--- src/design/eagen_pkg.sv ---
package eagen_pkg;
   localparam int DATA_W = 32;
   localparam int ADDR_W = 24;
   localparam int EA_W = 16;
   localparam int BYTE_W = 8;
   localparam int HALF_W = 16;
   localparam int RF_W = 4;
   localparam int IDX_W = 3;
   localparam int RF_HALF_BIT = 3;
   localparam int BITNUM_W = 3;
   localparam int TRAPIMM_W = 2;
   localparam int TRAP_SHIFT = 2;
   localparam logic [BYTE_W-1:0] ABS8_HIGH = 8'hFF;
   localparam logic [BYTE_W-1:0] MEMIND_HIGH = 8'h00;
   localparam logic [DATA_W-1:0] STEP_BYTE = 32'h0000_0001;
   localparam logic [DATA_W-1:0] STEP_WORD = 32'h0000_0002;
   localparam logic [DATA_W-1:0] STEP_LONG = 32'h0000_0004;
   // Plain default, nothing fixes the vector table origin
   localparam logic [EA_W-1:0] TRAP_VEC_BASE_DEF = 16'h0020;

   typedef enum logic [2:0] {
      M_REG_DIRECT, M_REG_INDIRECT, M_DISP, M_AUTO,
      M_ABS, M_IMM, M_PC_REL, M_MEM_IND
   } mode_type;
   typedef enum logic [2:0] {
      C_ARITH, C_TRANSFER, C_BIT, C_BRANCH, C_JUMP, C_SYSTEM
   } class_type;
   typedef enum logic [1:0] {SZ_BYTE, SZ_WORD, SZ_LONG} size_type;
   typedef enum logic [1:0] {L_8, L_16, L_24, L_32} len_type;
   typedef enum logic [1:0] {F_ZERO, F_SIGN, F_ONES} fill_type;

   function automatic logic [DATA_W-1:0] step_of(input size_type s);
      case (s)
         SZ_BYTE: return STEP_BYTE;
         SZ_WORD: return STEP_WORD;
         default: return STEP_LONG;
      endcase
   endfunction : step_of
endpackage : eagen_pkg

--- src/design/addr_adder.sv ---
`timescale 1ns/1ps
`default_nettype none
module addr_adder
   import eagen_pkg::*;
(
   input wire logic [DATA_W-1:0] a_i,
   input wire logic [DATA_W-1:0] b_i,
   input wire logic sub_i,
   output logic [DATA_W-1:0] sum_o
);
   // Carry out is dropped on purpose
   always_comb begin
      sum_o = a_i + (b_i ^ {DATA_W{sub_i}})
              + {{(DATA_W-1){1'b0}}, sub_i};
   end
endmodule : addr_adder
`default_nettype wire

--- src/design/effective_address_generator.sv ---
`timescale 1ns/1ps
`default_nettype none
module effective_address_generator
   import eagen_pkg::*;
#(
   parameter logic [EA_W-1:0] TRAP_VEC_BASE = TRAP_VEC_BASE_DEF
)
(
   input wire logic clk_i,
   input wire logic arst_n_i,
   input wire logic start_i,
   input wire mode_type mode_i,
   input wire class_type class_i,
   input wire logic predec_i,
   input wire size_type size_i,
   input wire len_type len_i,
   input wire logic [DATA_W-1:0] ext_i,
   input wire logic [RF_W-1:0] reg_field_i,
   input wire logic [DATA_W-1:0] address_register_i,
   input wire logic [ADDR_W-1:0] pc_i,
   input wire logic bit_from_reg_i,
   input wire logic bit_reg_op_i,
   input wire logic [BYTE_W-1:0] bit_reg_i,
   input wire logic [BITNUM_W-1:0] bit_imm_i,
   input wire logic implicit_i,
   input wire logic trap_i,
   input wire logic mem_ack_i,
   input wire logic [DATA_W-1:0] mem_rdata_i,
   output logic busy_o,
   output logic done_o,
   output logic mode_err_o,
   output logic [EA_W-1:0] ea_o,
   output logic ea_valid_o,
   output logic [DATA_W-1:0] operand_o,
   output logic operand_valid_o,
   output logic [IDX_W-1:0] rd_index_o,
   output size_type rd_size_o,
   output logic rd_hi_half_o,
   output logic rd_valid_o,
   output logic wb_en_o,
   output logic [DATA_W-1:0] wb_data_o,
   output logic [IDX_W-1:0] wb_index_o,
   output logic mem_req_o,
   output logic [EA_W-1:0] mem_addr_o,
   output logic [BITNUM_W-1:0] bitnum_o,
   output logic bitnum_valid_o,
   output logic [EA_W-1:0] trap_vec_o,
   output logic trap_valid_o
);
   localparam int PC_PAD = DATA_W - ADDR_W;

   typedef enum logic {ST_IDLE, ST_FETCH} st_type;

   typedef struct packed {
      st_type st;
      logic busy;
      logic done;
      logic err;
      logic [EA_W-1:0] ea;
      logic ea_valid;
      logic [DATA_W-1:0] operand;
      logic operand_valid;
      logic [IDX_W-1:0] rd_index;
      size_type rd_size;
      logic rd_hi_half;
      logic rd_valid;
      logic wb_en;
      logic [DATA_W-1:0] wb_data;
      logic [IDX_W-1:0] wb_index;
      logic mem_req;
      logic [EA_W-1:0] mem_addr;
      logic [BITNUM_W-1:0] bitnum;
      logic bitnum_valid;
      logic [EA_W-1:0] trap_vec;
      logic trap_valid;
   } state_type;

   state_type r;
   state_type next_r;

   logic accepted;
   logic mode_ok;
   logic len_ok;
   logic legal;
   fill_type fill;
   logic [DATA_W-1:0] ext_val;
   logic [DATA_W-1:0] add_a;
   logic [DATA_W-1:0] add_b;
   logic add_sub;
   logic [DATA_W-1:0] sum;

   // Full 24-bit address first, then only the low 16 bits go out
   function automatic logic [EA_W-1:0] to_ea(
      input logic [DATA_W-1:0] x);
      logic [ADDR_W-1:0] a24;
      a24 = x[ADDR_W-1:0];
      return a24[EA_W-1:0];
   endfunction : to_ea

   assign accepted = start_i && (r.st == ST_IDLE);

   always_comb begin
      case (class_i)
         C_ARITH: mode_ok = (mode_i == M_REG_DIRECT) ||
                            (mode_i == M_IMM);
         C_TRANSFER: mode_ok = (mode_i != M_PC_REL) &&
                               (mode_i != M_MEM_IND);
         C_BIT: mode_ok = (mode_i inside {M_REG_DIRECT,
                             M_REG_INDIRECT, M_ABS}) &&
                          (!bit_from_reg_i ||
                           bit_reg_op_i);
         C_BRANCH: mode_ok = (mode_i == M_PC_REL);
         C_JUMP: mode_ok = mode_i inside {M_REG_INDIRECT,
                              M_ABS, M_MEM_IND};
         C_SYSTEM: mode_ok = (mode_i == M_IMM) ||
                             (mode_i == M_REG_DIRECT);
         default: mode_ok = 1'b0;
      endcase
      case (mode_i)
         M_DISP: len_ok = len_i inside {L_16, L_24};
         M_ABS: len_ok = len_i inside {L_8, L_16, L_24};
         M_IMM: len_ok = implicit_i || trap_i ||
                         (len_i inside {L_8, L_16, L_32});
         M_PC_REL: len_ok = len_i inside {L_8, L_16};
         M_MEM_IND: len_ok = (len_i == L_8);
         default: len_ok = 1'b1;
      endcase
      legal = mode_ok && len_ok;
   end

   always_comb begin
      case (mode_i)
         M_ABS: fill = (len_i == L_8) ? F_ONES
                                      : F_SIGN;
         M_DISP: fill = F_SIGN;
         M_PC_REL: fill = F_SIGN;
         default: fill = F_ZERO;
      endcase
   end

   ext_fill u_ext (
      .raw_i(ext_i),
      .len_i(len_i),
      .fill_i(fill),
      .ext_o(ext_val)
   );

   always_comb begin
      add_a = address_register_i;
      add_b = ext_val;
      add_sub = 1'b0;
      if (mode_i == M_AUTO) begin
         add_b = step_of(size_i);
         add_sub = predec_i;
      end else if (mode_i == M_PC_REL) begin
         // PC already points past the branch
         add_a = {{PC_PAD{1'b0}}, pc_i};
      end
   end

   addr_adder u_add (
      .a_i(add_a),
      .b_i(add_b),
      .sub_i(add_sub),
      .sum_o(sum)
   );

   always_comb begin
      next_r = r;
      next_r.done = 1'b0;
      next_r.err = 1'b0;
      next_r.ea_valid = 1'b0;
      next_r.operand_valid = 1'b0;
      next_r.rd_valid = 1'b0;
      next_r.wb_en = 1'b0;
      next_r.bitnum_valid = 1'b0;
      next_r.trap_valid = 1'b0;
      case (r.st)
         ST_IDLE: begin
            if (start_i && !legal) begin
               next_r.err = 1'b1;
               next_r.done = 1'b1;
            end else if (start_i) begin
               next_r.done = 1'b1;
               case (mode_i)
                  M_REG_DIRECT: begin
                     next_r.rd_valid = 1'b1;
                     next_r.rd_index = reg_field_i[IDX_W-1:0];
                     next_r.rd_size = size_i;
                     // Byte: high half when bit clear; word: E half
                     if (size_i == SZ_BYTE) begin
                        next_r.rd_hi_half = !reg_field_i[RF_HALF_BIT];
                     end else if (size_i == SZ_WORD) begin
                        next_r.rd_hi_half = reg_field_i[RF_HALF_BIT];
                     end else begin
                        next_r.rd_hi_half = 1'b0;
                     end
                  end
                  M_REG_INDIRECT: begin
                     next_r.ea = to_ea(address_register_i);
                     next_r.ea_valid = 1'b1;
                  end
                  M_DISP, M_PC_REL: begin
                     next_r.ea = to_ea(sum);
                     next_r.ea_valid = 1'b1;
                  end
                  M_AUTO: begin
                     next_r.ea = predec_i ? to_ea(sum)
                        : to_ea(address_register_i);
                     next_r.ea_valid = 1'b1;
                     next_r.wb_en = 1'b1;
                     next_r.wb_data = sum;
                     next_r.wb_index = reg_field_i[IDX_W-1:0];
                  end
                  M_ABS: begin
                     next_r.ea = to_ea(ext_val);
                     next_r.ea_valid = 1'b1;
                  end
                  M_IMM: begin
                     next_r.operand_valid = 1'b1;
                     if (trap_i) begin
                        next_r.trap_valid = 1'b1;
                        next_r.trap_vec = TRAP_VEC_BASE +
                           (EA_W'(ext_i[TRAPIMM_W-1:0]) << TRAP_SHIFT);
                        next_r.operand = DATA_W'(ext_i[TRAPIMM_W-1:0]);
                     end else if (implicit_i) begin
                        next_r.operand = step_of(size_i);
                     end else begin
                        next_r.operand = ext_val;
                     end
                  end
                  default: begin
                     // Pointer lies in the low page
                     next_r.done = 1'b0;
                     next_r.st = ST_FETCH;
                     next_r.busy = 1'b1;
                     next_r.mem_req = 1'b1;
                     next_r.mem_addr = to_ea(ext_val);
                  end
               endcase
               if (class_i == C_BIT) begin
                  next_r.bitnum_valid = 1'b1;
                  next_r.bitnum = bit_from_reg_i
                     ? bit_reg_i[BITNUM_W-1:0] : bit_imm_i;
               end
            end
         end
         default: begin
            if (mem_ack_i) begin
               // Top two pointer bytes dropped
               next_r.ea = to_ea({{PC_PAD{1'b0}},
                                  mem_rdata_i[ADDR_W-1:0]});
               next_r.ea_valid = 1'b1;
               next_r.done = 1'b1;
               next_r.mem_req = 1'b0;
               next_r.busy = 1'b0;
               next_r.st = ST_IDLE;
            end
         end
      endcase
   end

   always_ff @(posedge clk_i or negedge arst_n_i) begin
      if (!arst_n_i) begin
         r <= '0;
      end else begin
         r <= next_r;
      end
   end

   assign busy_o = r.busy;
   assign done_o = r.done;
   assign mode_err_o = r.err;
   assign ea_o = r.ea;
   assign ea_valid_o = r.ea_valid;
   assign operand_o = r.operand;
   assign operand_valid_o = r.operand_valid;
   assign rd_index_o = r.rd_index;
   assign rd_size_o = r.rd_size;
   assign rd_hi_half_o = r.rd_hi_half;
   assign rd_valid_o = r.rd_valid;
   assign wb_en_o = r.wb_en;
   assign wb_data_o = r.wb_data;
   assign wb_index_o = r.wb_index;
   assign mem_req_o = r.mem_req;
   assign mem_addr_o = r.mem_addr;
   assign bitnum_o = r.bitnum;
   assign bitnum_valid_o = r.bitnum_valid;
   assign trap_vec_o = r.trap_vec;
   assign trap_valid_o = r.trap_valid;
endmodule : effective_address_generator
`default_nettype wire

--- src/design/ext_fill.sv ---
`timescale 1ns/1ps
`default_nettype none
module ext_fill
   import eagen_pkg::*;
(
   input wire logic [DATA_W-1:0] raw_i,
   input wire len_type len_i,
   input wire fill_type fill_i,
   output logic [DATA_W-1:0] ext_o
);
   localparam int PAD8 = DATA_W - BYTE_W;
   localparam int PAD16 = DATA_W - HALF_W;
   localparam int PAD24 = DATA_W - ADDR_W;

   function automatic logic fill_bit(input logic msb);
      case (fill_i)
         F_ONES: return 1'b1;
         F_SIGN: return msb;
         default: return 1'b0;
      endcase
   endfunction : fill_bit

   always_comb begin
      case (len_i)
         L_8: ext_o = {{PAD8{fill_bit(raw_i[BYTE_W-1])}},
                       raw_i[BYTE_W-1:0]};
         L_16: ext_o = {{PAD16{fill_bit(raw_i[HALF_W-1])}},
                        raw_i[HALF_W-1:0]};
         // Top byte always zero for 24-bit fields
         L_24: ext_o = {{PAD24{1'b0}}, raw_i[ADDR_W-1:0]};
         default: ext_o = raw_i;
      endcase
   end
endmodule : ext_fill
`default_nettype wire
--- config.mk ---
export PLATFORM = sky130hd
export DESIGN_NAME = effective_address_generator
export DESIGN_NICKNAME = d
export VERILOG_FILES = /design/src/design/eagen_pkg.sv /design/src/design/addr_adder.sv /design/src/design/effective_address_generator.sv /design/src/design/ext_fill.sv
export SDC_FILE = /design/constraint.sdc
export NUM_CORES = 1
export LEC_CHECK = 0
export BUFFER_PORTS_ARGS = -buffer_cell sky130_fd_sc_hd__buf_2
export CELL_PAD_IN_SITES_DETAIL_PLACEMENT = 1
export CELL_PAD_IN_SITES_GLOBAL_PLACEMENT = 1
export CORE_MARGIN = 4
export CORE_UTILIZATION = 34
export CTS_CLUSTER_SIZE = 24
export DETAILED_ROUTE_END_ITERATION = 10
export PLACE_DENSITY_LB_ADDON = 0.2
export SYNTH_ARGS = -nofsm -noshare
export SYNTH_HDL_FRONTEND = slang
export SYNTH_SLANG_ARGS = --single-unit
--- constraint.sdc ---
create_clock -name clk_i -period 1.8 [get_ports clk_i]
set_input_delay 0.27 -clock clk_i [delete_from_list [all_inputs] [get_ports clk_i]]
set_output_delay 0.27 -clock clk_i [all_outputs]
set_load 0.05 [all_outputs]
==> results of run 1 <==
-- synth_stat cells (5+ instances only) --
cell type	instances
sky130_fd_sc_hd__a211oi_1	6
sky130_fd_sc_hd__a21o_1	8
sky130_fd_sc_hd__a21oi_1	59
sky130_fd_sc_hd__a221o_1	10
sky130_fd_sc_hd__a221oi_1	5
sky130_fd_sc_hd__a222oi_1	7
sky130_fd_sc_hd__a22oi_1	6
sky130_fd_sc_hd__buf_2	10
sky130_fd_sc_hd__buf_4	124
sky130_fd_sc_hd__clkbuf_1	31
sky130_fd_sc_hd__dfrtp_1	121
sky130_fd_sc_hd__ha_1	34
sky130_fd_sc_hd__inv_1	20
sky130_fd_sc_hd__mux2_2	46
sky130_fd_sc_hd__mux2i_1	11
sky130_fd_sc_hd__nand2_1	123
sky130_fd_sc_hd__nand2b_1	8
sky130_fd_sc_hd__nand3_1	8
sky130_fd_sc_hd__nor2_1	45
sky130_fd_sc_hd__nor2b_1	24
sky130_fd_sc_hd__nor3_1	14
sky130_fd_sc_hd__nor3b_1	7
sky130_fd_sc_hd__o21a_1	5
sky130_fd_sc_hd__o21ai_0	65
sky130_fd_sc_hd__o21ai_1	18
sky130_fd_sc_hd__o31ai_1	28
sky130_fd_sc_hd__or3_1	6
sky130_fd_sc_hd__xnor2_1	17
sky130_fd_sc_hd__xor2_1	16
-- routing by layer --
layer | global-route usage [%] | vias to the layer above | wire length, um
li1 | - | 3994 | -
met1 | 30.45 | 4361 | 15220
met2 | 45.95 | 265 | 19430
met3 | 5.284 | 72 | 1803
met4 | 8.716 | 4 | 1399
met5 | 0 | - | 21
-- power breakdown --
| group | total, uW | switching, uW | leakage (uW) | internal (uW) |
|---|---|---|---|---|
| registers | 3660 | 374 | 0.00161 | 3290 |
| clock network | 3700 | 1500 | 0.000287 | 2200 |
| logic | 6900 | 4380 | 0.00492 | 2520 |
-- worst max-delay path, stage by stage --
cell	delay, ns
sky130_fd_sc_hd__buf_8	0.10
sky130_fd_sc_hd__inv_6	0.04
sky130_fd_sc_hd__ha_4	0.15
sky130_fd_sc_hd__or3_4	0.39
sky130_fd_sc_hd__buf_12	0.16
sky130_fd_sc_hd__a21oi_4	0.16
sky130_fd_sc_hd__o21ai_2	0.09
sky130_fd_sc_hd__ha_4	0.27
sky130_fd_sc_hd__and3_4	0.17
sky130_fd_sc_hd__nand4_1	0.12
sky130_fd_sc_hd__or4_4	0.53
sky130_fd_sc_hd__a21oi_4	0.19
sky130_fd_sc_hd__a21oi_4	0.09
sky130_fd_sc_hd__o31ai_4	0.22
sky130_fd_sc_hd__a211oi_2	0.12
sky130_fd_sc_hd__or4_1	0.51
sky130_fd_sc_hd__nand3_1	0.09
-- stage by stage --
| stage | cell area [um^2] | hold slack [ns] | total power [uW] |
|---|---|---|---|
| 2_1_floorplan | 9148 | -0.02559 | 8326 |
| 3_3_place_gp | 11230 | 0.2035 | 9445 |
| 3_5_place_dp | 11230 | 0.2103 | 9538 |
| 4_1_cts | 13350 | 0.05408 | 13830 |
| 5_1_grt | 14110 | 0.07088 | 14890 |
| 6_report | 14110 | 0.07236 | 14260 |
-- cell type report --
type                            instances  area, um^2
Tap cell                              324       405.4
Multi-Input combinational cell        647        5898
Timing Repair Buffer                  534        4051
Sequential cell                       121        3028
Inverter                               22       107.6
Clock buffer                           17       425.4
Fill cell                            2727       10280
Clock inverter                         15       190.2
-- how the worst max path moves through the flow --
stage / start / cells after the start / slack [ns] / to
detailed placement: len_i[1] / 21 / -2.08 / wb_data_o[25]
finish: len_i[1] / 17 / -1.51 / wb_data_o[29]
global placement: len_i[1] / 21 / -1.92 / wb_data_o[25]
floorplan: len_i[1] / 15 / -1.78 / wb_data_o[29]
global route: len_i[1] / 17 / -1.61 / wb_data_o[29]
CTS: len_i[1] / 17 / -1.41 / wb_data_o[29]
-- cell families (layout without fill, tap and decap cells) --
family / Yosys count / count (layout) / synth area share, %
compound gates: 250 / 250 / 19.03
flops: 121 / 121 / 35.74
other cells: 1 / 13 / 0.04426
simple gates: 259 / 259 / 14.34
fa+ha+maj: 35 / 35 / 5.257
mux: 57 / 57 / 7.413
buf+inv: 196 / 588 / 14.77
xor+xnor: 33 / 33 / 3.411
-- timing repair --
item                                    CTS  global route
endpoints found under the setup margin  115           118
setup buffers                            44            22
gates resized for setup                 223           166
endpoints found under the hold margin    32             0
pin swaps                                97            74
hold buffers                              1             0
gates cloned                              9             2
-- registers in the layout (all words and copies together), names as in the netlist --
name             cells
rd_valid_o           1
bitnum_valid_o       1
wb_data_o           32
trap_vec_o           3
rd_hi_half_o         1
trap_valid_o         1
bitnum_o             3
wb_index_o           3
mode_err_o           1
operand_valid_o      1
wb_en_o              1
operand_o           32
rd_index_o           3
busy_o               1
done_o               1
ea_o                16
mem_addr_o          16
r                    1
rd_size_o            2
ea_valid_o           1
==> results list, run 1 <==
- The flow ran to the end, but the final reports show violations.
- Violations in the final reports: negative setup slack
- Maximum number of pins on one net before global-route repair: 54
- Number of nets in the final layout: 1532
- Data required time at the worst endpoint: 2.16 ns
* Worst hold path endpoint: ea_o[6]
- At the end of the flow the core is filled with cells to 57.83%.
* Count of distinct cell types in the synthesized netlist: 71
- Top Ports: 288
- Dominant cells by area after synthesis: sky130_fd_sc_hd__dfrtp_1 (36%), sky130_fd_sc_hd__buf_4 (11%), sky130_fd_sc_hd__mux2_2 (6.1%)
- Count of mapped cells out of synthesis: 952
* Clock sink total: 121
* Count of flip-flops with a built-in enable after synthesis: 0
* Avg Cell Area, Syn: 8.900 um^2
- Fin cells: 1680
- Detailed-router iteration count before antenna repair: 7
- No sink is reached through more buffers than the 2 on the longest clock path.
- Syn. warnings: 0
- Slew margin rel.: 38.15%
* Final clock period utilization by the worst path: 183.7%
* Routed Wire Length: 37.87 mm
- Max-cap violations: 0
- Layout cell share with drive strength beyond 1: 63.57%
- Setup violations remaining at the end of the flow were counted as 118.
- Wire length of the first global-routing pass: 55.52 mm
- The count of buffers added on input and output ports is 253.
- Transition time at the pin with the least slew margin: 0.9216 ns
* Post-synthesis async set-or-reset flop share: 100.0%
- The worst setup path is of the in2reg kind.
- After floorplanning, the core was divided into 57 placement rows.
- Final Hold Viols: 0
- TritonCTS clock tree: yes
* Pins Over Slew Limit: 0
- Final antenna diode count: 0
- Setup repair after global routing could not meet its margin everywhere.
- Setup crit end kind: flop
- Using the TritonRoute via totals, the vias-per-cell ratio works out to 5.176.
- The initial antenna violation count was 2.
* R2R Path Start: r[134]
- Capturing point of the worst reg2reg path: operand_o[2]
- The number of global-route vias before repair was 9617.
- The tree is rooted in a sky130_fd_sc_hd__clkbuf_16.
- Slack of the worst reg-to-reg path: -0.14 ns
- For the final database, setup skew stands at 0.006523 ns.
- The min-delay analysis places its worst path in the category in2reg.
* Post-synthesis cell type with the largest combined area: sky130_fd_sc_hd__dfrtp_1
- Relative to the synthesized area, the layout overhead comes to 66.48%.
* Global-route usage over all layers: 25.60%
* R2r worst-path depth: 7
- HPWL reported at the end of detailed placement: 25.58 mm
- Sequential fraction of the synthesis area: 35.74%
- Number of violations reported at the end of detailed-routing iteration 0: 411
* DRC violation count after routing: 0
* Register bit count reported by yosys: 121
- Cell Pwr Density: 1011 mW/mm^2
- H-tree lvl count: 4
- Once placement completed, the tool counted placed cells totaling 1584.
- Clk Latency, worst-skew pair: 0.43 ns
* Die boundary width: 165.9 um
- Leakage power of the design: 0.006824 uW
* Critical path fanouts, max: 7
- Arrival time of the worst setup path: 3.67 ns
* Final total negative setup slack: -76.56 ns
- The die covers 0.02751 mm^2.
* Post-route minimum period: 3.306 ns
- Counting instances, the worst hold path has a depth of 2.
- In the synthesized netlist the dominant register cell turns out to be sky130_fd_sc_hd__dfrtp_1.
- Timing would allow up to 302.5 MHz.
- For this configuration, the core starts out at a cell density of 34.74%.
* Pre-CTS worst setup slack: -2.078 ns
- The routed layout has 8696 vias.
* Cell area after technology mapping: 0.008473 mm^2
- The worst setup path is launched from a primary input.
* Number of nets with antenna violations after routing: 0
- Average wire per cell in the routed design: 22.54 um
- In this run the vertical extent of the chip is 165.9 um.
- Total overflow reported by the global router: 0
- TritonCTS created 17 clock buffers.
- Leaving out fill and tap cells, the most frequent cells in the layout are sky130_fd_sc_hd__buf_2 (247), sky130_fd_sc_hd__buf_4 (202), sky130_fd_sc_hd__dfrtp_1 (121), sky130_fd_sc_hd__nand2_1 (74), sky130_fd_sc_hd__buf_6 (48).
- RePlAce Congestion: 0.8748
- After clock tree synthesis, the clock-pin slew on the worst setup and hold paths is 0.06 ns.
* Hold path start: mem_rdata_i[6]
- Across the VDD grid, the largest voltage drop is 0.6682 mV.
* Post-layout worst setup margin: -1.506 ns
- The core region is 0.02439 mm^2.
* Area share of the leading cell type in the synthesized netlist: 35.74%
* Most common cell after layout, fill and taps aside: sky130_fd_sc_hd__buf_2
Note: power is estimated with default switching activity, not from simulation.
==> inputs of run 2 (changes only) <==
- CORE_UTILIZATION: 34 -> 35
- clock period: 1.8 -> 3.3 ns (I/O delays scaled with it)
==> results list, run 2 (synthesized netlist as in run 1, its figures left out) <==
- Number of nets with antenna violations after routing: 0 (unchanged)
* Top Ports: 288 (unchanged)
- Worst setup skew after layout: 0.006379 ns (was 0.006523 ns)
- Capturing point of the worst reg2reg path: wb_data_o[25] (was operand_o[2])
- The detailed-route wire length per cell came to 20.10 um (was 22.54 um).
* Slew margin rel.: 29.22% (was 38.15%)
* Global-route usage over all layers: 23.69% (was 25.60%)
- The buffer levels on the longest clock path was 2 (unchanged).
* Clock sink total: 121 (unchanged)
* CP peak stage delay: 0.29 ns (was 0.53 ns)
* Number of antenna violations at the first check in global routing: 9 (was 2)
- Vias in the first global route: 8672 (was 9617)
- The maximum ir drop on the vdd rail is 0.3045 mV (was 0.6682 mV).
- The setup slack after layout was -0.2167 ns (was -1.506 ns).
* Pre-CTS worst setup slack: -0.7562 ns (was -2.078 ns)
* Final clock period utilization by the worst path: 106.6%
* Maximum number of pins on one net before global-route repair: 65 (was 54)
- The worst setup slack for register-to-register paths came to 1.19 ns (was -0.14 ns).
- The starting density of the core is 35.88% (was 34.74%).
- Power spent charging and discharging nets: 3193 uW (was 6252 uW)
- Setup repair after global routing missed its margin: yes (unchanged).
* Arrival time of the worst setup path: 3.87 ns (was 3.67 ns)
* Post-route minimum period: 3.517 ns
- The last weighted congestion value of the routability-driven placer came to 0.9163 (was 0.8748).
* HPWL reported at the end of detailed placement: 24.92 mm (was 25.58 mm)
* Transition time at the pin with the least slew margin: 1.055 ns (was 0.9216 ns)
- Critical path startpoint category: primary input (unchanged)
* Die boundary width: 163.6 um (was 165.9 um)
* Die area: 0.02676 mm^2 (was 0.02751 mm^2)
- The wire length after detailed routing came to 32.32 mm (was 37.87 mm).
* Class of the tightest hold or removal check: in2async (was in2reg)
- The wire length on met3 came to 1.878 mm (was 1.803 mm).
- The most common library cell in the layout ignoring fill and taps is sky130_fd_sc_hd__buf_2 (unchanged).
- The end-of-flow core utilization is 50.82% (was 57.83%).
* Area Overhead vs Synth: 41.63% (was 66.48%)
- Fmax: 284.4 MHz
- The total CTS buffers is 17 (unchanged).
* Number of input and output port buffers inserted: 253 (unchanged)
- The uppermost signal routing layer after detailed routing is met5 (unchanged).
* Wire length of the first global-routing pass: 48.74 mm (was 55.52 mm)
- CP cell instances: buf_8 > ha_4 > buf_4 > nor4b_4 > buf_6 > a21oi_4 > o21ai_1 > ha_1 > buf_4 > a211oi_2 > nand2_1 > o21ai_4 > nand4b_1 > buf_6 > a21oi_4 > o31ai_4 > a211oi_2 > buf_4 > buf_4 > o2111ai_2 > nand3_1 (was buf_8 > inv_6 > ha_4 > or3_4 > buf_12 > a21oi_4 > o21ai_2 > ha_4 > and3_4 > nand4_1 > or4_4 > a21oi_4 > a21oi_4 > o31ai_4 > a211oi_2 > or4_1 > nand3_1).
* Setup crit end kind: flop (unchanged)
- Clk Latency, worst-skew pair: 0.43 ns (about the same)
- The remaining design rule violation count is 0 (unchanged).
- H-tree lvl count: 4 (unchanged)
* Critical path fanouts, max: 8 (was 7)
* Total of endpoints with negative setup slack in the final report: 9 (was 118)
- Commonest cells after routing, fill and taps aside: sky130_fd_sc_hd__buf_2 (247), sky130_fd_sc_hd__buf_4 (197), sky130_fd_sc_hd__nand2_1 (121), sky130_fd_sc_hd__dfrtp_1 (121), sky130_fd_sc_hd__mux2_2 (45) (was sky130_fd_sc_hd__buf_2 (247), sky130_fd_sc_hd__buf_4 (202), sky130_fd_sc_hd__dfrtp_1 (121), sky130_fd_sc_hd__nand2_1 (74), sky130_fd_sc_hd__buf_6 (48)).
- The detailed-routing iteration count for the pre-antenna-repair pass is 7 (unchanged).
* Combinational fraction of design power: 47.2% (was 48.4%)
- Number of nets in the final layout: 1463 (was 1532)
- The number of design-rule violations left by the first detailed-router iteration came to 450 (was 411).
* Clk network pwr share: 25.3% (was 26.0%)
- Slowest cell on the critical path: sky130_fd_sc_hd__ha_1 (was sky130_fd_sc_hd__or4_4)
* Leakage power of the design: 0.005989 uW (was 0.006824 uW)
- The combined area of the multi-input logic cells is 0.004906 mm^2 (was 0.005898 mm^2).
- The total power density per cell area is 594.6 mW/mm^2 (was 1011 mW/mm^2).
- The aggregate global routing overflow is 0 (unchanged).
- The switching power as a share of total power was 44.75% (was 43.84%).
- The total internal power came to 3942 uW (was 8009 uW).
- Pins Over Slew Limit: 0 (unchanged)
* Relative contribution of sequential cells to total power: 27.4% (was 25.7%)
* Detail-routed via count per cell: 5.072 (was 5.176)
- The placeable core region was 0.02361 mm^2 (was 0.02439 mm^2).
* Met2 WL post-DR: 16.26 mm (was 19.43 mm)
* Max-cap violations: 0 (unchanged)
- Crit path top cell by count: sky130_fd_sc_hd__buf_4 (was sky130_fd_sc_hd__a21oi_4)
- The filler cell count in the final layout was 2793 (was 2727).
* Routed vias: 8155 (was 8696)
- The met1 wire length is 13.24 mm (was 15.22 mm).
- Layout cell share with drive strength beyond 1: 50.89% (was 63.57%)
* Outcome: finished with violations (unchanged)
- The vertical die dimension came to 163.6 um (was 165.9 um).
- The clock-pin slew on the worst setup and hold paths is 0.06 ns (about the same).
- R2r worst-path depth: 7 (unchanged)
- The critical path class is in2reg (unchanged).
- The row count is 56 (was 57).
* FF/Latch Area: 0.003028 mm^2 (unchanged)
- TritonCTS clock tree: yes (unchanged)
- CTS Hold Bufs: 0 (was 1)
- The worst hold margin was 0.07309 ns (was 0.07236 ns).
* Data required time at the worst endpoint: 3.65 ns (was 2.16 ns)
- Final Hold Viols: 0 (unchanged)
- Violations in the final reports: negative setup slack (unchanged).
- Root Buffer: sky130_fd_sc_hd__clkbuf_16 (unchanged)
- Overall power after layout: 7135 uW (was 14260 uW)
- R2R Path Start: r[134] (unchanged)
[run 2: layout make-up]
| class | count | area share, % |
|---|---|---|
| inverter | 22 | 0.7298 |
| timing repair buffer | 465 | 25.13 |
| clock inverter | 15 | 1.116 |
| tap | 319 | 3.326 |
| clock buffer | 17 | 3.545 |
| antenna | 2 | 0.04171 |
| multi-input combinational | 647 | 40.88 |
| sequential | 121 | 25.23 |
[run 2: worst max path at each step]
stage                                to  slack, ns  cells past startpoint      from
after global routing      wb_data_o[29]      -0.35                     21  len_i[0]
after global placement    wb_data_o[25]      -0.72                     19  len_i[1]
final                     wb_data_o[29]      -0.22                     21  len_i[0]
after floorplan           wb_data_o[29]      -0.51                     15  len_i[1]
after CTS                 wb_data_o[29]      -0.13                     17  len_i[1]
after detailed placement  wb_data_o[25]      -0.76                     18  len_i[1]
[run 2: timing repair]
item,4_1_cts,5_1_grt
gates cloned,0,1
setup buffers,31,12
pin swaps,53,57
endpoints found under the setup margin,15,29
resized for setup,60,78
[run 2: power by group through the flow]
stage	logic [uW]	registers (uW)	clock network, uW
floorplan	2510	1970	0
global placement	3070	1980	0
detailed placement	3100	1980	0
CTS	3230	1960	1850
global route	3590	2000	1930
finish	3370	1960	1810
[run 2: through the flow]
step,cells,cell area [um^2],TNS [ns]
finish,1608,12000,-0.6968
CTS,1595,11560,-0.4174
floorplan,964,8775,-2.317
detailed placement,1532,10540,-15.47
global placement,1532,10540,-14.14
global route,1608,12000,-2.480
[run 2: routing by layer]
layer / vias up / GRT usage (%)
met5: - / 0
met4: 14 / 7.434
met1: 3975 / 29.06
li1: 3867 / -
met2: 242 / 41.15
met3: 57 / 5.678
[run 2: critical path, delay by kind of cell]
kind,cells,cell delay (ns)
buffers and inverters,7,1.01
AO/OA/AOI/OAI,8,1.20
AND/OR/NAND/NOR,4,0.69
adder cells (fa/ha/maj),2,0.44
==> inputs of run 3 (changes only) <==
--- a/config.mk
+++ b/config.mk
@@ -8,2 +8,3 @@
 export BUFFER_PORTS_ARGS = -buffer_cell sky130_fd_sc_hd__buf_2
+export CAP_MARGIN = 20
 export CELL_PAD_IN_SITES_DETAIL_PLACEMENT = 1
==> constraint.sdc (replaced) <==
create_clock -name clk_i -period 3.3 [get_ports clk_i]
set_input_delay 0.66 -clock clk_i [delete_from_list [all_inputs] [get_ports clk_i]]
set_output_delay 0.66 -clock clk_i [all_outputs]
set_load 0.05 [all_outputs]
==> results list, run 3 (synthesized netlist as in run 1, its figures left out) <==
- The vias per cell was 5.018 (was 5.072).
* Critical path startpoint category: primary input (unchanged)
- Arrival time of the worst setup path: 4.01 ns (was 3.87 ns)
- The remaining max-slew budget at the tightest pin is 49.11% (was 29.22%).
- Critical path fanouts, max: 8 (unchanged)
* Worst setup skew after layout: 0.008347 ns (was 0.006379 ns)
* Area Overhead vs Synth: 43.66% (was 41.63%)
- The clock root buffer is sky130_fd_sc_hd__clkbuf_16 (unchanged).
* Starting density of the core: 35.88% (unchanged)
- The maximum operating frequency came to 273.6 MHz (was 284.4 MHz).
- Maximum number of pins on one net before global-route repair: 67 (was 65)
- The number of cells traversed by the worst register-to-register path came to 7 (unchanged).
- Post-route minimum period: 3.656 ns (was 3.517 ns)
- The reported leakage power came to 0.006082 uW (was 0.005989 uW).
* Number of input and output port buffers inserted: 253 (unchanged)
* Peak supply drop: 0.3260 mV (was 0.3045 mV)
- The cell area after placement is 0.01069 mm^2 (was 0.01054 mm^2).
- Die area: 0.02676 mm^2 (unchanged)
- Area of combinational cells with multiple inputs: 0.005004 mm^2 (was 0.004906 mm^2)
- Vias in the first global route: 8727 (was 8672)
* CTS Hold Bufs: 0 (unchanged)
- Final total negative setup slack: -3.197 ns (was -0.6968 ns)
- The count of final max-slew check failures is 0 (unchanged).
* Setup crit end kind: flop (unchanged)
- Outcome: finished with violations (unchanged)
- The buffer levels on the longest clock path was 2 (unchanged).
- The number of setup violations in the final report is 24 (was 9).
* Placeable Area: 0.02361 mm^2 (unchanged)
- Reg clk slew, reported paths: 0.06 ns (about the same)
- The filler cell count in the final layout is 2803 (was 2793).
- Setup repair after global routing missed its margin: yes (unchanged)
- FF/Latch Area: 0.003028 mm^2 (unchanged)
- TritonCTS clock tree: yes (unchanged)
* Overall power after layout: 7153 uW (was 7135 uW)
- DRC violation count after routing: 0 (unchanged)
- The final count of hold timing violations is 0 (unchanged).
* Placed Instances: 1543 (was 1532)
- Global-route usage over all layers: 24.17% (was 23.69%)
* Layout cell share with drive strength beyond 1: 52.33% (was 50.89%)
- The part of the cycle the worst path needs is 110.8% (was 106.6%).
* Violations in the final reports: negative setup slack (unchanged)
* Die span in y: 163.6 um (unchanged)
* Fin cells: 1613 (was 1608)
- Number of violations reported at the end of detailed-routing iteration 0: 381 (was 450)
- The setup slack after layout is -0.3555 ns (was -0.2167 ns).
- H-tree lvl count: 4 (unchanged)
* Cell Pwr Density: 587.6 mW/mm^2 (was 594.6 mW/mm^2)
- The clock sink count is 121 (unchanged).
* Layout Cell Area excl Fill: 0.01217 mm^2 (was 0.01200 mm^2)
- The row count was 56 (unchanged).
- Commonest cells after routing, fill and taps aside: sky130_fd_sc_hd__buf_2 (247), sky130_fd_sc_hd__buf_4 (195), sky130_fd_sc_hd__dfrtp_1 (121), sky130_fd_sc_hd__nand2_1 (118), sky130_fd_sc_hd__mux2_2 (40) (was sky130_fd_sc_hd__buf_2 (247), sky130_fd_sc_hd__buf_4 (197), sky130_fd_sc_hd__nand2_1 (121), sky130_fd_sc_hd__dfrtp_1 (121), sky130_fd_sc_hd__mux2_2 (45)).
- Number of nets with antenna violations after routing: 0 (unchanged)
* Detailed-router iteration count before antenna repair: 5 (was 7)
- The global-route wire length before repair came to 49.54 mm (was 48.74 mm).
- RePlAce Congestion: 0.8936 (was 0.9163)
- The detailed-route wire length per cell came to 20.23 um (was 20.10 um).
- Clk Latency, worst-skew pair: 0.43 ns (about the same)
- Final-layout worst hold slack: 0.2263 ns (was 0.07309 ns)
- Data required time at the worst endpoint: 3.65 ns (about the same)
- The HPWL reported at the end of detailed placement came to 25.18 mm (was 24.92 mm).
- The via count came to 8094 (was 8155).
- The width of the chip was 163.6 um (unchanged).
- Top Ports: 288 (unchanged)
- Number of antenna violations at the first check in global routing: 6 (was 9)
- Number of nets in the final layout: 1466 (was 1463)
- The wire length after detailed routing is 32.64 mm (was 32.32 mm).
- Most common cell after layout, fill and taps aside: sky130_fd_sc_hd__buf_2 (unchanged)
- The transition time at the pin with the least slew margin is 0.7605 ns (was 1.055 ns).
- The total CTS buffers was 17 (unchanged).
* Max-cap violations: 0 (unchanged)
* Classification of the worst setup path: in2reg (unchanged)
* Total overflow reported by the global router: 0 (unchanged)
- Class of the tightest hold or removal check: in2async (unchanged)
-- run 3: cell types whose count changed in the layout (fill, tap and decap cells not counted), moves of 3 or more --
cell	delta
sky130_fd_sc_hd__a21oi_4	-3
sky130_fd_sc_hd__o21ai_0	-4
sky130_fd_sc_hd__a21oi_2	+5
sky130_fd_sc_hd__mux2_2	-5
sky130_fd_sc_hd__buf_12	+4
sky130_fd_sc_hd__nand2_1	-3
sky130_fd_sc_hd__ha_4	+3
sky130_fd_sc_hd__mux2_4	+5
sky130_fd_sc_hd__o21ai_2	+8
-- run 3: routing by layer --
layer	up-vias	part of all wire, %	global-route usage [%]
li1	3882	-	-
met1	3946	41	29.53
met2	217	50	42.40
met3	45	5.4	5.375
met4	4	2.8	7.701
met5	-	0.049	0
-- run 3: area by class of cell --
type | count | share of cell area [%]
antenna | 4 | 0.08223
inverter | 22 | 0.7606
tap | 319 | 3.279
clock buffer | 17 | 3.495
clock inverter | 15 | 1.090
multi-input combinational | 647 | 41.10
sequential | 121 | 24.87
timing repair buffer | 468 | 25.32
-- run 3: worst paths after layout --
check / start / to / slack, ns
max: len_i[1] / wb_data_o[29] / -0.36
min: arst_n_i / operand_o[24] / 0.23
min in group clk_i: reg_field_i[1] / rd_index_o[1] / 0.45
min reg2reg: trap_vec_o[5] / trap_vec_o[5] / 0.47
max in group asynchronous: arst_n_i / wb_data_o[10] / 2.36
max reg2reg: r[134] / ea_o[11] / 1.23
-- run 3: power breakdown --
| part | internal, uW | switching [uW] |
|---|---|---|
| Sequential | 1790 | 170 |
| Clock | 989 | 804 |
| Combinational | 1170 | 2230 |
-- run 3: repair_timing --
action,4_1_cts,5_1_grt
endpoints found under the setup margin,32,38
pin swaps,49,65
gates cloned,1,0
setup buffers,21,18
gates resized for setup,79,86
-- run 3: stage by stage --
stage / utilization, % / worst slack, ns
global placement: 45.28 / -0.7895
finish: 51.55 / -0.3555
floorplan: - / -0.6721
detailed placement: 45.28 / -0.9294
CTS: 49.88 / -0.3624
global route: 51.53 / -0.4547
-- run 3: worst max-delay path, stage by stage --
cell and delay [ns]:
sky130_fd_sc_hd__buf_12 0.11, sky130_fd_sc_hd__ha_4 0.16, sky130_fd_sc_hd__or3_4 0.48, sky130_fd_sc_hd__a21oi_4 0.20, sky130_fd_sc_hd__o21ai_2 0.09, sky130_fd_sc_hd__ha_4 0.26, sky130_fd_sc_hd__and3_4 0.17, sky130_fd_sc_hd__nand4_1 0.11
sky130_fd_sc_hd__or4_4 0.54, sky130_fd_sc_hd__a21oi_4 0.18, sky130_fd_sc_hd__a21oi_4 0.09, sky130_fd_sc_hd__o31ai_4 0.21, sky130_fd_sc_hd__a211oi_2 0.11, sky130_fd_sc_hd__or4_1 0.52, sky130_fd_sc_hd__nand3_1 0.10
